`src/brt_defs.svh`:
```
// constants for the burst ramp and trigger control block
`ifndef BRT_DEFS_SVH
`define BRT_DEFS_SVH
`define BRT_SYM_W 16
`define BRT_OFS_W 8
`define BRT_ATT_W 8
`define BRT_LAT_W 8
`define BRT_PROC_LAT 8'h10
`define BRT_ALIGN_RST 1'b1
`endif

```
`src/brt_pkg.sv`:
```
// types shared by the burst ramp and trigger control block
package brt_pkg;
	typedef enum logic [2:0] {
		BRT_MODE_FREE = 3'h0,
		BRT_MODE_RESTART = 3'h1,
		BRT_MODE_GATED_CONT = 3'h2,
		BRT_MODE_GATED_RESTART = 3'h3,
		BRT_MODE_ONE_SHOT = 3'h4
	} brt_mode_t;
	typedef enum logic [2:0] {
		BRT_ST_STOP = 3'b001,
		BRT_ST_LAT = 3'b010,
		BRT_ST_RUN = 3'b100
	} brt_state_t;
endpackage : brt_pkg

```
`src/brt_trig_edge.sv`:
```
// polarity-selectable edge detector for the external trigger input
module brt_trig_edge (
	input wire logic clk_in,
	input wire logic nrst_in,
	input wire logic trig_in,
	input wire logic falling_in,
	output logic edge_out
);
	logic prev_r;
	always_ff @(posedge clk_in or negedge nrst_in) begin
		if (!nrst_in) begin
			prev_r <= 1'b0;
		end else begin
			prev_r <= trig_in;
		end
	end
	always_comb begin
		if (falling_in) begin
			edge_out = prev_r & ~trig_in;
		end else begin
			edge_out = ~prev_r & trig_in;
		end
	end
endmodule : brt_trig_edge

```
`src/brt_level_split.sv`:
```
// splits the configured attenuation between rf stages and baseband
`include "brt_defs.svh"
module brt_level_split (
	input wire logic [`BRT_ATT_W-1:0] att_in,
	input wire logic [`BRT_ATT_W-1:0] rf_step_in,
	input wire logic active_in,
	input wire logic bb_only_in,
	output logic [`BRT_ATT_W-1:0] rf_att_out,
	output logic [`BRT_ATT_W-1:0] bb_att_out
);
	logic [`BRT_ATT_W-1:0] rf_part;
	always_comb begin
		rf_part = '0;
		if (rf_step_in != '0) begin
			rf_part = att_in - (att_in % rf_step_in);
		end
		if (!active_in) begin
			rf_att_out = '0;
			bb_att_out = '0;
		end else if (bb_only_in) begin
			rf_att_out = '0;
			bb_att_out = att_in;
		end else begin
			rf_att_out = rf_part;
			bb_att_out = att_in - rf_part;
		end
	end
endmodule : brt_level_split

```
`src/brt_ctrl.sv`:
```
// trigger sequencer and burst envelope control
// Overview of operation
// RULE1 - rising envelope edge shifted by signed symbol offset, positive delays it
// RULE2 - falling envelope edge shifted by signed symbol offset, positive delays it
// RULE3 - level reduce high applies configured attenuation, low applies none
// RULE4 - baseband-only off: rf stages take the bulk, baseband the rest
// RULE5 - baseband-only on: whole attenuation done in baseband
// RULE6 - free-running mode generates continuously without triggers
// RULE7 - restart mode runs from outset, each trigger restarts from start
// RULE8 - gated-continuous waits for trigger, halt stops, next trigger restarts
// RULE9 - gated-restart waits, every trigger restarts, halt stops until trigger
// RULE10 - one-shot emits sequence once per trigger, later trigger restarts
// RULE11 - programmable one-shot length in symbols
// RULE12 - status shows running while generating, stopped while waiting
// RULE13 - halt accepted only while running in gated modes
// RULE14 - manual trigger only with internal source and not free-running
// RULE15 - external source triggers on configurable active edge
// RULE16 - alignment option only for external source, defaults on
// RULE17 - alignment on: calculate from trigger, blank output during latency
// RULE18 - alignment off: output starts at sample 0 after latency
// RULE19 - one-shot returns to stopped after programmed length
`include "brt_defs.svh"
module brt_ctrl
	import brt_pkg::*;
(
	input wire logic clk_in,
	input wire logic nrst_in,
	input wire logic enable_in,
	input brt_pkg::brt_mode_t mode_in,
	input wire logic ext_src_in,
	input wire logic ext_falling_in,
	input wire logic ext_trig_in,
	input wire logic manual_trig_in,
	input wire logic halt_in,
	input wire logic align_set_in,
	input wire logic align_val_in,
	input wire logic [`BRT_SYM_W-1:0] seq_len_in,
	input wire logic burst_in,
	input wire logic signed [`BRT_OFS_W-1:0] rise_ofs_in,
	input wire logic signed [`BRT_OFS_W-1:0] fall_ofs_in,
	input wire logic lev_att_in,
	input wire logic [`BRT_ATT_W-1:0] att_in,
	input wire logic [`BRT_ATT_W-1:0] rf_step_in,
	input wire logic bb_only_in,
	output logic running_out,
	output logic sample_valid_out,
	output logic [`BRT_SYM_W-1:0] sample_idx_out,
	output logic calc_restart_out,
	output logic envelope_out,
	output logic [`BRT_ATT_W-1:0] rf_att_out,
	output logic [`BRT_ATT_W-1:0] bb_att_out,
	output logic trigger_aligned_output_out
);
	import brt_pkg::*;

	localparam int HW = 256;

	brt_state_t state_r;
	brt_state_t state_nxt;
	brt_state_t lat_done;
	logic align_r;
	logic ext_edge;
	logic trig_ev;
	logic halt_ok;
	logic gated;
	logic [`BRT_LAT_W-1:0] lat_r;
	logic [`BRT_SYM_W-1:0] calc_r;
	logic [`BRT_SYM_W-1:0] out_cnt_r;
	logic [`BRT_SYM_W-1:0] sym_idx;
	logic out_en;
	logic last_sym;
	logic restart;
	logic [HW-1:0] burst_hist_r;
	logic rise_seen;
	logic fall_seen;
	logic rise_prev_r;
	logic fall_prev_r;
	logic env_r;
	logic [`BRT_ATT_W-1:0] rf_att;
	logic [`BRT_ATT_W-1:0] bb_att;

	function automatic logic hist_tap(input logic [HW-1:0] h, input logic signed [`BRT_OFS_W-1:0] o);
		// the window is centred: tap HW/2 is the zero-offset burst gate, burst_in delayed 129 cycles
		logic [8:0] idx;
		idx = 9'(9'sd128 + 9'(signed'(o)));
		hist_tap = h[idx[7:0]];
	endfunction : hist_tap

	brt_trig_edge u_edge (
		.clk_in(clk_in),
		.nrst_in(nrst_in),
		.trig_in(ext_trig_in),
		.falling_in(ext_falling_in),
		.edge_out(ext_edge)
	);

	brt_level_split u_split (
		.att_in(att_in),
		.rf_step_in(rf_step_in),
		.active_in(lev_att_in), // RULE3
		.bb_only_in(bb_only_in),
		.rf_att_out(rf_att),
		.bb_att_out(bb_att)
	);

	assign gated = (mode_in == BRT_MODE_GATED_CONT) || (mode_in == BRT_MODE_GATED_RESTART);

	always_comb begin
		trig_ev = 1'b0;
		if (enable_in && mode_in != BRT_MODE_FREE) begin
			if (ext_src_in) begin
				trig_ev = ext_edge; // RULE15
			end else begin
				trig_ev = manual_trig_in; // RULE14
			end
		end
	end

	// halt only acts while not stopped (latency or run phase) in a gated mode
	assign halt_ok = halt_in && gated && (state_r != BRT_ST_STOP); // RULE13

	assign last_sym = (mode_in == BRT_MODE_ONE_SHOT) && (state_r == BRT_ST_RUN)
		&& (out_cnt_r + 16'h0001 >= seq_len_in);

	always_comb begin
		// latency drain is the default move; mode decisions below override it
		state_nxt = lat_done;
		restart = 1'b0;
		if (!enable_in) begin
			state_nxt = BRT_ST_STOP;
		end else begin
			case (mode_in)
				BRT_MODE_FREE: begin
					if (state_r == BRT_ST_STOP) begin
						state_nxt = BRT_ST_LAT; // RULE6
						restart = 1'b1;
					end
				end
				BRT_MODE_RESTART: begin
					if (state_r == BRT_ST_STOP || trig_ev) begin
						state_nxt = BRT_ST_LAT; // RULE7
						restart = 1'b1;
					end
				end
				BRT_MODE_GATED_CONT: begin
					if (halt_ok) begin
						state_nxt = BRT_ST_STOP; // RULE8
					end else if (state_r == BRT_ST_STOP && trig_ev) begin
						state_nxt = BRT_ST_LAT; // RULE8
						restart = 1'b1;
					end
				end
				BRT_MODE_GATED_RESTART: begin
					if (halt_ok) begin
						state_nxt = BRT_ST_STOP; // RULE9
					end else if (trig_ev) begin
						state_nxt = BRT_ST_LAT; // RULE9
						restart = 1'b1;
					end
				end
				BRT_MODE_ONE_SHOT: begin
					if (trig_ev) begin
						state_nxt = BRT_ST_LAT; // RULE10
						restart = 1'b1;
					end else if (last_sym || (state_r != BRT_ST_STOP && seq_len_in == '0)) begin
						state_nxt = BRT_ST_STOP; // RULE19
					end
				end
				default: begin
					state_nxt = BRT_ST_STOP;
				end
			endcase
		end
	end

	always_ff @(posedge clk_in or negedge nrst_in) begin
		if (!nrst_in) begin
			state_r <= BRT_ST_STOP;
		end else begin
			state_r <= state_nxt;
		end
	end

	// alignment is only meaningful with external triggering
	always_ff @(posedge clk_in or negedge nrst_in) begin
		if (!nrst_in) begin
			align_r <= `BRT_ALIGN_RST; // RULE16
		end else if (align_set_in && ext_src_in) begin
			align_r <= align_val_in; // RULE16
		end
	end

	// latency counter; calc index counts from the trigger regardless of alignment
	always_ff @(posedge clk_in or negedge nrst_in) begin
		if (!nrst_in) begin
			lat_r <= '0;
			calc_r <= '0;
		end else if (restart) begin
			lat_r <= `BRT_PROC_LAT;
			calc_r <= '0;
		end else begin
			if (lat_r != '0) begin
				lat_r <= lat_r - 8'h01;
			end
			if (state_r != BRT_ST_STOP) begin
				calc_r <= calc_r + 16'h0001;
			end
		end
	end

	always_ff @(posedge clk_in or negedge nrst_in) begin
		if (!nrst_in) begin
			out_cnt_r <= '0;
		end else if (restart) begin
			out_cnt_r <= '0;
		end else if (state_r == BRT_ST_RUN) begin
			out_cnt_r <= out_cnt_r + 16'h0001; // RULE11
		end
	end

	// aligned: latency samples are cut off; unaligned: sequence starts at 0
	always_comb begin
		if (ext_src_in && align_r) begin
			sym_idx = calc_r; // RULE17
		end else begin
			sym_idx = out_cnt_r; // RULE18
		end
	end

	assign out_en = (state_r == BRT_ST_RUN) && !(ext_src_in && align_r && seq_len_in != '0
		&& mode_in == BRT_MODE_ONE_SHOT && calc_r >= seq_len_in);

	// registered running, sample, restart and alignment status outputs
	always_ff @(posedge clk_in or negedge nrst_in) begin
		if (!nrst_in) begin
			running_out <= 1'b0;
			sample_valid_out <= 1'b0;
			sample_idx_out <= '0;
			calc_restart_out <= 1'b0;
			trigger_aligned_output_out <= `BRT_ALIGN_RST;
		end else begin
			running_out <= (state_nxt != BRT_ST_STOP); // RULE12
			// a restart drops the stale sample of the aborted run
			sample_valid_out <= out_en && !restart; // RULE17
			sample_idx_out <= sym_idx;
			calc_restart_out <= restart;
			trigger_aligned_output_out <= align_r && ext_src_in;
		end
	end

	// latency to run transition kept apart from the mode decisions above
	always_comb begin
		lat_done = state_r;
		if (state_r == BRT_ST_LAT && lat_r == 8'h01) begin
			lat_done = BRT_ST_RUN;
		end
	end

	// burst gate history for symmetric early/late edge shifts
	always_ff @(posedge clk_in or negedge nrst_in) begin
		if (!nrst_in) begin
			burst_hist_r <= '0;
		end else begin
			burst_hist_r <= {burst_hist_r[HW-2:0], burst_in};
		end
	end

	// rise: positive offset waits longer before opening; fall: positive holds longer
	assign rise_seen = hist_tap(burst_hist_r, rise_ofs_in); // RULE1
	assign fall_seen = hist_tap(burst_hist_r, fall_ofs_in); // RULE2

	// edge of each tap, so opening and closing stay independent of the tap gap
	always_ff @(posedge clk_in or negedge nrst_in) begin
		if (!nrst_in) begin
			rise_prev_r <= 1'b0;
			fall_prev_r <= 1'b0;
		end else begin
			rise_prev_r <= rise_seen;
			fall_prev_r <= fall_seen;
		end
	end

	always_ff @(posedge clk_in or negedge nrst_in) begin
		if (!nrst_in) begin
			env_r <= 1'b0;
		end else if (rise_seen && !rise_prev_r) begin
			env_r <= 1'b1; // RULE1
		end else if (!fall_seen && fall_prev_r) begin
			env_r <= 1'b0; // RULE2
		end
	end

	always_ff @(posedge clk_in or negedge nrst_in) begin
		if (!nrst_in) begin
			envelope_out <= 1'b0;
			rf_att_out <= '0;
			bb_att_out <= '0;
		end else begin
			envelope_out <= env_r;
			rf_att_out <= rf_att; // RULE4
			bb_att_out <= bb_att; // RULE5
		end
	end
endmodule : brt_ctrl

```
`config.mk`:
```
export PLATFORM = sky130hd
export DESIGN_NAME = brt_ctrl
export DESIGN_NICKNAME = d
export VERILOG_FILES = /design/src/brt_pkg.sv /design/src/brt_trig_edge.sv /design/src/brt_level_split.sv /design/src/brt_ctrl.sv
export VERILOG_INCLUDE_DIRS = /design/src
export SDC_FILE = /design/constraint.sdc
export NUM_CORES = 1
export LEC_CHECK = 0
export BUFFER_PORTS_ARGS = -buffer_cell sky130_fd_sc_hd__buf_2
export CORE_MARGIN = 3
export CORE_UTILIZATION = 58
export CTS_CLUSTER_SIZE = 40
export DETAILED_ROUTE_END_ITERATION = 16
export PLACE_DENSITY = 0.76
export SYNTH_ARGS = -nofsm -noshare
export SYNTH_HDL_FRONTEND = slang
export SYNTH_SLANG_ARGS = --single-unit
export TNS_END_PERCENT = 30
```
`constraint.sdc`:
```
create_clock -name clk_in -period 4.6 [get_ports clk_in]
set_input_delay 0.92 -clock clk_in [delete_from_list [all_inputs] [get_ports clk_in]]
set_output_delay 0.92 -clock clk_in [all_outputs]
set_load 0.01 [all_outputs]
```
Word-level counts from Yosys, hierarchy flattened
Cells that the tools add are included.

Add/subtract/negate cells: 7. Divide/modulo/power cells: 1. Order comparisons: 4. Equal/unequal tests: 10. Mux-type cells: 40. Bitwise logic cells: 4. Reductions and logical operators: 34.

Operators with widths (count): 2-to-1 mux 16 bit (5); 2-to-1 mux 8 bit (7); adder 16 x 1 -> 16 bit (second input constant) (2); >= comparator 16 bit (2); 2-to-1 mux 3 bit (10); less-than comparator 8 x 9 -> 1 bit (second input constant) (2); logical AND 1 bit (17); adder 8 bit (first input constant) (2); binary-select mux 1 bit (select 8 bit) (2); zero test 16 bit (1); nonzero test 16 bit (1); nonzero test 8 bit (2); subtractor 8 bit (2); one-hot mux 3 bit (5 select lines) (1); 2-to-1 mux 1 bit (14); == test 3 x 2 -> 1 bit (second input constant) (3); == test 8 x 1 -> 1 bit (second input constant) (1); remainder unit 8 x 8 -> 8 bit (1); nonzero test 2 bit (4); subtractor 8 x 1 -> 8 bit (second input constant) (1); == test 3 x 1 -> 1 bit (second input constant) (2); == test 3 bit (second input constant) (2); != test 3 x 1 -> 1 bit (second input constant) (2); one-hot mux 1 bit (5 select lines) (1); 6 further kinds (13).

Bits in registers: 341. Logic and storage cells: 118.

Depth between registers and ports, before layout
Word-level depth: 12. Depth in mapped cells: 66.

Modules after synthesis
From an unflattened synthesis, not the netlist that was laid out.

Cell total of the unflattened synthesis: 1393. Area total of the unflattened synthesis: 17656.9 um2.

By module, submodules not included: brt_ctrl (instances 1, cells an instance 1034, area each 15038.2 um2, sequential area each 8511.9 um2); brt_level_split (instances 1, cells an instance 355, area each 2571.2 um2, sequential area each 0.0 um2); brt_trig_edge (instances 1, cells an instance 4, area each 47.5 um2, sequential area each 25.0 um2).

Worst setup path before layout
OpenSTA, ideal clock, no wires.

Path type: in2reg. Start point: input rf_step_in[7]. End point: register bb_att_out[6]. Setup time: 0.119 ns. Data arrival time: 13.298 ns. Data required time: 4.481 ns. Setup slack: -8.817 ns. Cell stages on the path: 58. Buffers on the path: 2. Path through: buf_2 -> nor4_4 -> nand2_1 -> nor2_1 -> a21oi_1 -> a21oi_1 -> ha_1 -> nor4b_1 -> a211oi_1 -> a2bb2oi_1 -> ha_1 -> and4b_1 -> a21oi_1 -> a21oi_1 -> mux2_2 -> ha_1 -> a21oi_1 -> a21boi_0 -> [22 not listed] -> nor2b_1 -> o31a_1 -> o21ai_1 -> nand2b_1 -> o41a_1 -> clkbuf_1 -> a21oi_1 -> ha_1 -> fa_1 -> nand2b_1 -> fa_1 -> a21o_1 -> a21o_1 -> a21o_1 -> a21oi_1 -> xor2_1 -> o21ai_0 -> and2_1.

Word-level cells in the longest chain between the ends: 6. Elaborated cells between the ends (all ways): 7. Classes of those cells: add/sub (2); div (1); mux (3); reduce/logical (1).

RTL lines: from (decl) (RTL line brt_ctrl.sv:43) `` input wire logic [`BRT_ATT_W-1:0] rf_step_in, ``; remainder unit 8 x 8 -> 8 bit (RTL line brt_level_split.sv:15) `rf_part = att_in - (att_in % rf_step_in);`; subtractor 8 bit (RTL line brt_level_split.sv:15); 2-to-1 mux 8 bit * (RTL line brt_level_split.sv:14) `if (rf_step_in != '0) begin`; subtractor 8 bit * (RTL line brt_level_split.sv:25) `bb_att_out = att_in - rf_part;`; 2-to-1 mux 8 bit * (RTL line brt_level_split.sv:20) `end else if (bb_only_in) begin`; 2-to-1 mux 8 bit * (RTL line brt_level_split.sv:17) `if (!active_in) begin`; named net bb_att[6] (RTL line brt_ctrl.sv:80) `` logic [`BRT_ATT_W-1:0] bb_att; ``; to (signal assigned) (RTL line brt_ctrl.sv:301) `bb_att_out <= bb_att;`; to (decl) (RTL line brt_ctrl.sv:51) `` output logic [`BRT_ATT_W-1:0] bb_att_out, ``.

Mark *: on every way through the listed nets, which the timed path passes. The rest lies on a longest branch. A chain may end at the register's enable or synchronous reset.

Final worst setup path
Start point: input rf_step_in[5]. End point: register bb_att_out[7].

The elaborated chain is that of the path after synthesis.

==> impl_results.md <==
- Fraction of layout cells with a size suffix above 1: 0.4128
- Critical register-to-register path startpoint: out_cnt_r[2]
- Maximum level of the CTS H-tree: 2
- Crit. Startpoint: rf_step_in[5]
- # fillers: ~1,800
- Final clock period utilization by the worst path: 2.614
- Top flip-flop cell by instance count after synthesis: sky130_fd_sc_hd__dfrtp_1
- Sequential cell area in the final layout: around 8500 um^2
- Worst R2R Path Depth: 16
- Hold-fix buffer count after cts: 0
- Worst-case vdd ir drop: around 300 uV
- Number of enable flip-flop cells after synthesis: 0
- Global-route wire length before repair: approximately 66,000 um
- Die area: between 30,000 and 40,000 um^2
- Clock transition at the registers of the reported paths: approximately 60 ps
- CP max stage delay: 400 ps
- Violation count after the first detailed-route iteration: 723
- Die span in x: 179.1 um
- Most frequent CP cell: sky130_fd_sc_hd__ha_4
- Category of the most critical setup path: in2reg
- Post-placement cell count: about 1,800
- Worst setup margin: -7424 ps
- Worst R2R Setup Slack: 340 ps
- Final Cell Area: 21,650 um^2
- Number of endpoints failing setup at the final stage: 16
- P per Cell Area: around 420 nW/um^2
- CP Data Required Time: 5030 ps
- Clock tree root driver cell: sky130_fd_sc_hd__clkbuf_16
- Placement Cell Area: a little under 20,000 um^2
- Initial Util: 0.5974
- Average size of a mapped cell: 13.73 um^2
- End of the worst register-to-register path: running_out
- IO Port Bufs: 100
- Number of synthesized register bits: 341
- Post-layout instance count excluding filler cells: between 1,500 and 2,000
- Clock sink count: 341
- Maximum capacitance violations: 0
- Io pins: roughly 100
- Synthesis-to-finish area growth: 24.59%
- Yosys warning total: 0
- DRC errors left: 0
- Remaining global-route overflow: 0
- Number of buffers inserted during clock tree synthesis: 36
- Leakage power: 0.01021 uW
- Vias in the first global route: between 10,000 and 15,000
- Row Count: a little over 60
- Maximum number of pins on one net before global-route repair: ~100
- Top cell type's share of synthesized area: 0.4867
- Unique masters post-synth: between 60 and 70
- Setup crit end kind: register
- Antenna fix cells: 0
- Detailed placer's ending HPWL: about 27,000 um
- Slew Viols, Final: 0
- Critical path destination: bb_att_out[7]
- Synthesized cell area: 17,380 um^2
- Endpoint arrival time on the critical path: about 12,000 ps
- Seq/Total Area, Yosys: 0.4912
- Global-route usage over all layers: 0.2588
- Max FO, Critical Path: 7
- Number of nets with antenna violations after detailed routing: 0
- Min-delay worst type: in2async
- Core ar.: between 20,000 and 30,000 um^2
- Avg Vias per Cell: 6.090
- Tmin final: 12,020 ps
- Worst rel slew slack: 0.3573
- CTS tree: built
- Fin util: 0.7443
- Die extent in y: between 150 and 200 um
- Max Buffers Root-to-Sink: 3
- Routability Congestion: 0.9053
- Count of mapped cells out of synthesis: approximately 1,300
- Slew of the pin with the lowest slew margin: just under 1000 ps
- Number of antenna violations at the first check in global routing: 0
- Asr flop ratio synth: 1.000
- Clock skew: around 25 ps
- Category of the worst setup path launch point: primary input
- Final #Nets: 1,687
- Final hold violations: 0
- Total area of multi-input combinational cells: about 9000 um^2
- Failing checks: negative setup slack
- Vias: around 12,000
- Net Count, Synth: 1,419
- Upper clock frequency limit: approximately 0.083 GHz
- Highest-delay cell along the critical path: sky130_fd_sc_hd__o41a_1
- Leading area contributor after synthesis: sky130_fd_sc_hd__dfrtp_1
- Routed len/inst: roughly 21 um
- Leading cell types by total area after synthesis: sky130_fd_sc_hd__dfrtp_1, sky130_fd_sc_hd__mux4_2, sky130_fd_sc_hd__ha_1
- Run status: finished, violations left
- RSZ-0062 raised after global routing: true
- Placement Setup Slack: -8090 ps
- Source-to-sink clock delay at the later pin of the worst-skew pair: roughly 530 ps
- Number of iterations in the first detailed-routing pass: 5
- Routed wire length: between 40,000 and 50,000 um
area by class of cell:
cell class / instances / share of cell area
repair buffers: 285 / 0.09448
inverters: 43 / 0.007454
clock inverters: 16 / 0.007050
flip-flops and latches: 341 / 0.3943
clock buffers: 48 / 0.04831
well taps: 384 / 0.02219
multi-input cells: 827 / 0.4263
routing by layer:
metal	routed length, um	vias to the layer above	global-route usage
li1	-	5292	-
met3	1638	85	0.03939
met1	17480	6154	0.3609
met5	0	-	0
met4	1041	0	0.06959
met2	20450	307	0.4317
cells in the mapped netlist, types with 16 or more instances:
cell	n
sky130_fd_sc_hd__clkbuf_1	29
sky130_fd_sc_hd__xnor2_1	33
sky130_fd_sc_hd__nand3_1	17
sky130_fd_sc_hd__dfrtp_1	338
sky130_fd_sc_hd__a21oi_1	32
sky130_fd_sc_hd__inv_1	42
sky130_fd_sc_hd__xor2_1	38
sky130_fd_sc_hd__nor2_1	99
sky130_fd_sc_hd__ha_1	86
sky130_fd_sc_hd__nor3_1	24
sky130_fd_sc_hd__nor2b_1	16
sky130_fd_sc_hd__nand2_1	71
sky130_fd_sc_hd__mux4_2	166
sky130_fd_sc_hd__mux2_2	27
sky130_fd_sc_hd__o21ai_0	37
sky130_fd_sc_hd__a21o_1	25
sequential cells by signal, indices dropped and copies added, names as in the netlist, 3 cells and up:
signal and flops:
bb_att_out 8, burst_hist_r 256, calc_r 16, lat_r 8, out_cnt_r 16, rf_att_out 8
sample_idx_out 16, state_r 3
layout by cell type (no fill, tap or decap), types with 18 or more instances in the layout:
cell	Yosys	final
sky130_fd_sc_hd__mux2_2	27	20
sky130_fd_sc_hd__ha_4	0	21
sky130_fd_sc_hd__a21o_1	25	25
sky130_fd_sc_hd__xor2_1	38	38
sky130_fd_sc_hd__nor3_1	24	18
sky130_fd_sc_hd__buf_4	7	170
sky130_fd_sc_hd__inv_1	42	40
sky130_fd_sc_hd__xnor2_1	33	30
sky130_fd_sc_hd__nand2_1	71	70
sky130_fd_sc_hd__o21ai_0	37	24
sky130_fd_sc_hd__dfrtp_1	338	338
sky130_fd_sc_hd__nor2_1	99	86
sky130_fd_sc_hd__mux4_2	166	166
sky130_fd_sc_hd__a21oi_1	32	21
sky130_fd_sc_hd__buf_2	10	95
sky130_fd_sc_hd__clkbuf_16	0	36
sky130_fd_sc_hd__ha_1	86	64
metrics by stage:
step	hold WS (ps)	total power [uW]	setup TNS, ps
2_1_floorplan	353.5	4832	-105690
3_3_place_gp	356.3	5686	-112450
3_5_place_dp	373.2	5739	-117810
4_1_cts	377.0	8886	-105460
5_1_grt	390.2	9514	-116190
6_report	369.4	9050	-107340
timing repair:
| action | in CTS | in global routing |
|---|---|---|
| setup buffers | 27 | 14 |
| gates cloned | 0 | 0 |
| endpoints found under the setup margin | 16 | 16 |
| resized for setup | 53 | 37 |
| hold endpoints to repair | 0 | 0 |
| pin swaps | 65 | 56 |
how the worst min path moves through the flow:
stage | startpoint | end | slack [ps] | depth (start not counted)
after floorplan | env_r | envelope_out | 350 | 0
final | nrst_in | burst_hist_r[140] | 370 | 1
after global placement | env_r | envelope_out | 360 | 0
after detailed placement | env_r | envelope_out | 370 | 0
after global routing | burst_hist_r[220] | burst_hist_r[221] | 390 | 0
after CTS | burst_hist_r[220] | burst_hist_r[221] | 380 | 0
cells by family after synthesis:
family / share of synthesized area
xor+xnor: 0.03578
mux: 0.2389
simple gates: 0.08222
compound gates: 0.06307
flops: 0.4912
buf+inv: 0.02340
fa+ha+maj: 0.06537
report_power, final:
part | switching [uW] | total, uW | internal [uW]
clock network | 1210 | 2880 | 1680
logic | 1310 | 2860 | 1550
registers | 134 | 3300 | 3170
total | 2650 | 9050 | 6400
critical path: cells and delay by family:
kind,cells,cell delay (ps)
adder cells (fa/ha/maj),10,2400
AO/OA/AOI/OAI,22,3710
AND/OR/NAND/NOR,19,2860
XOR/XNOR,1,120
buffers and inverters,6,650
multiplexers,6,1740
Power figures use the tool's default switching activity.
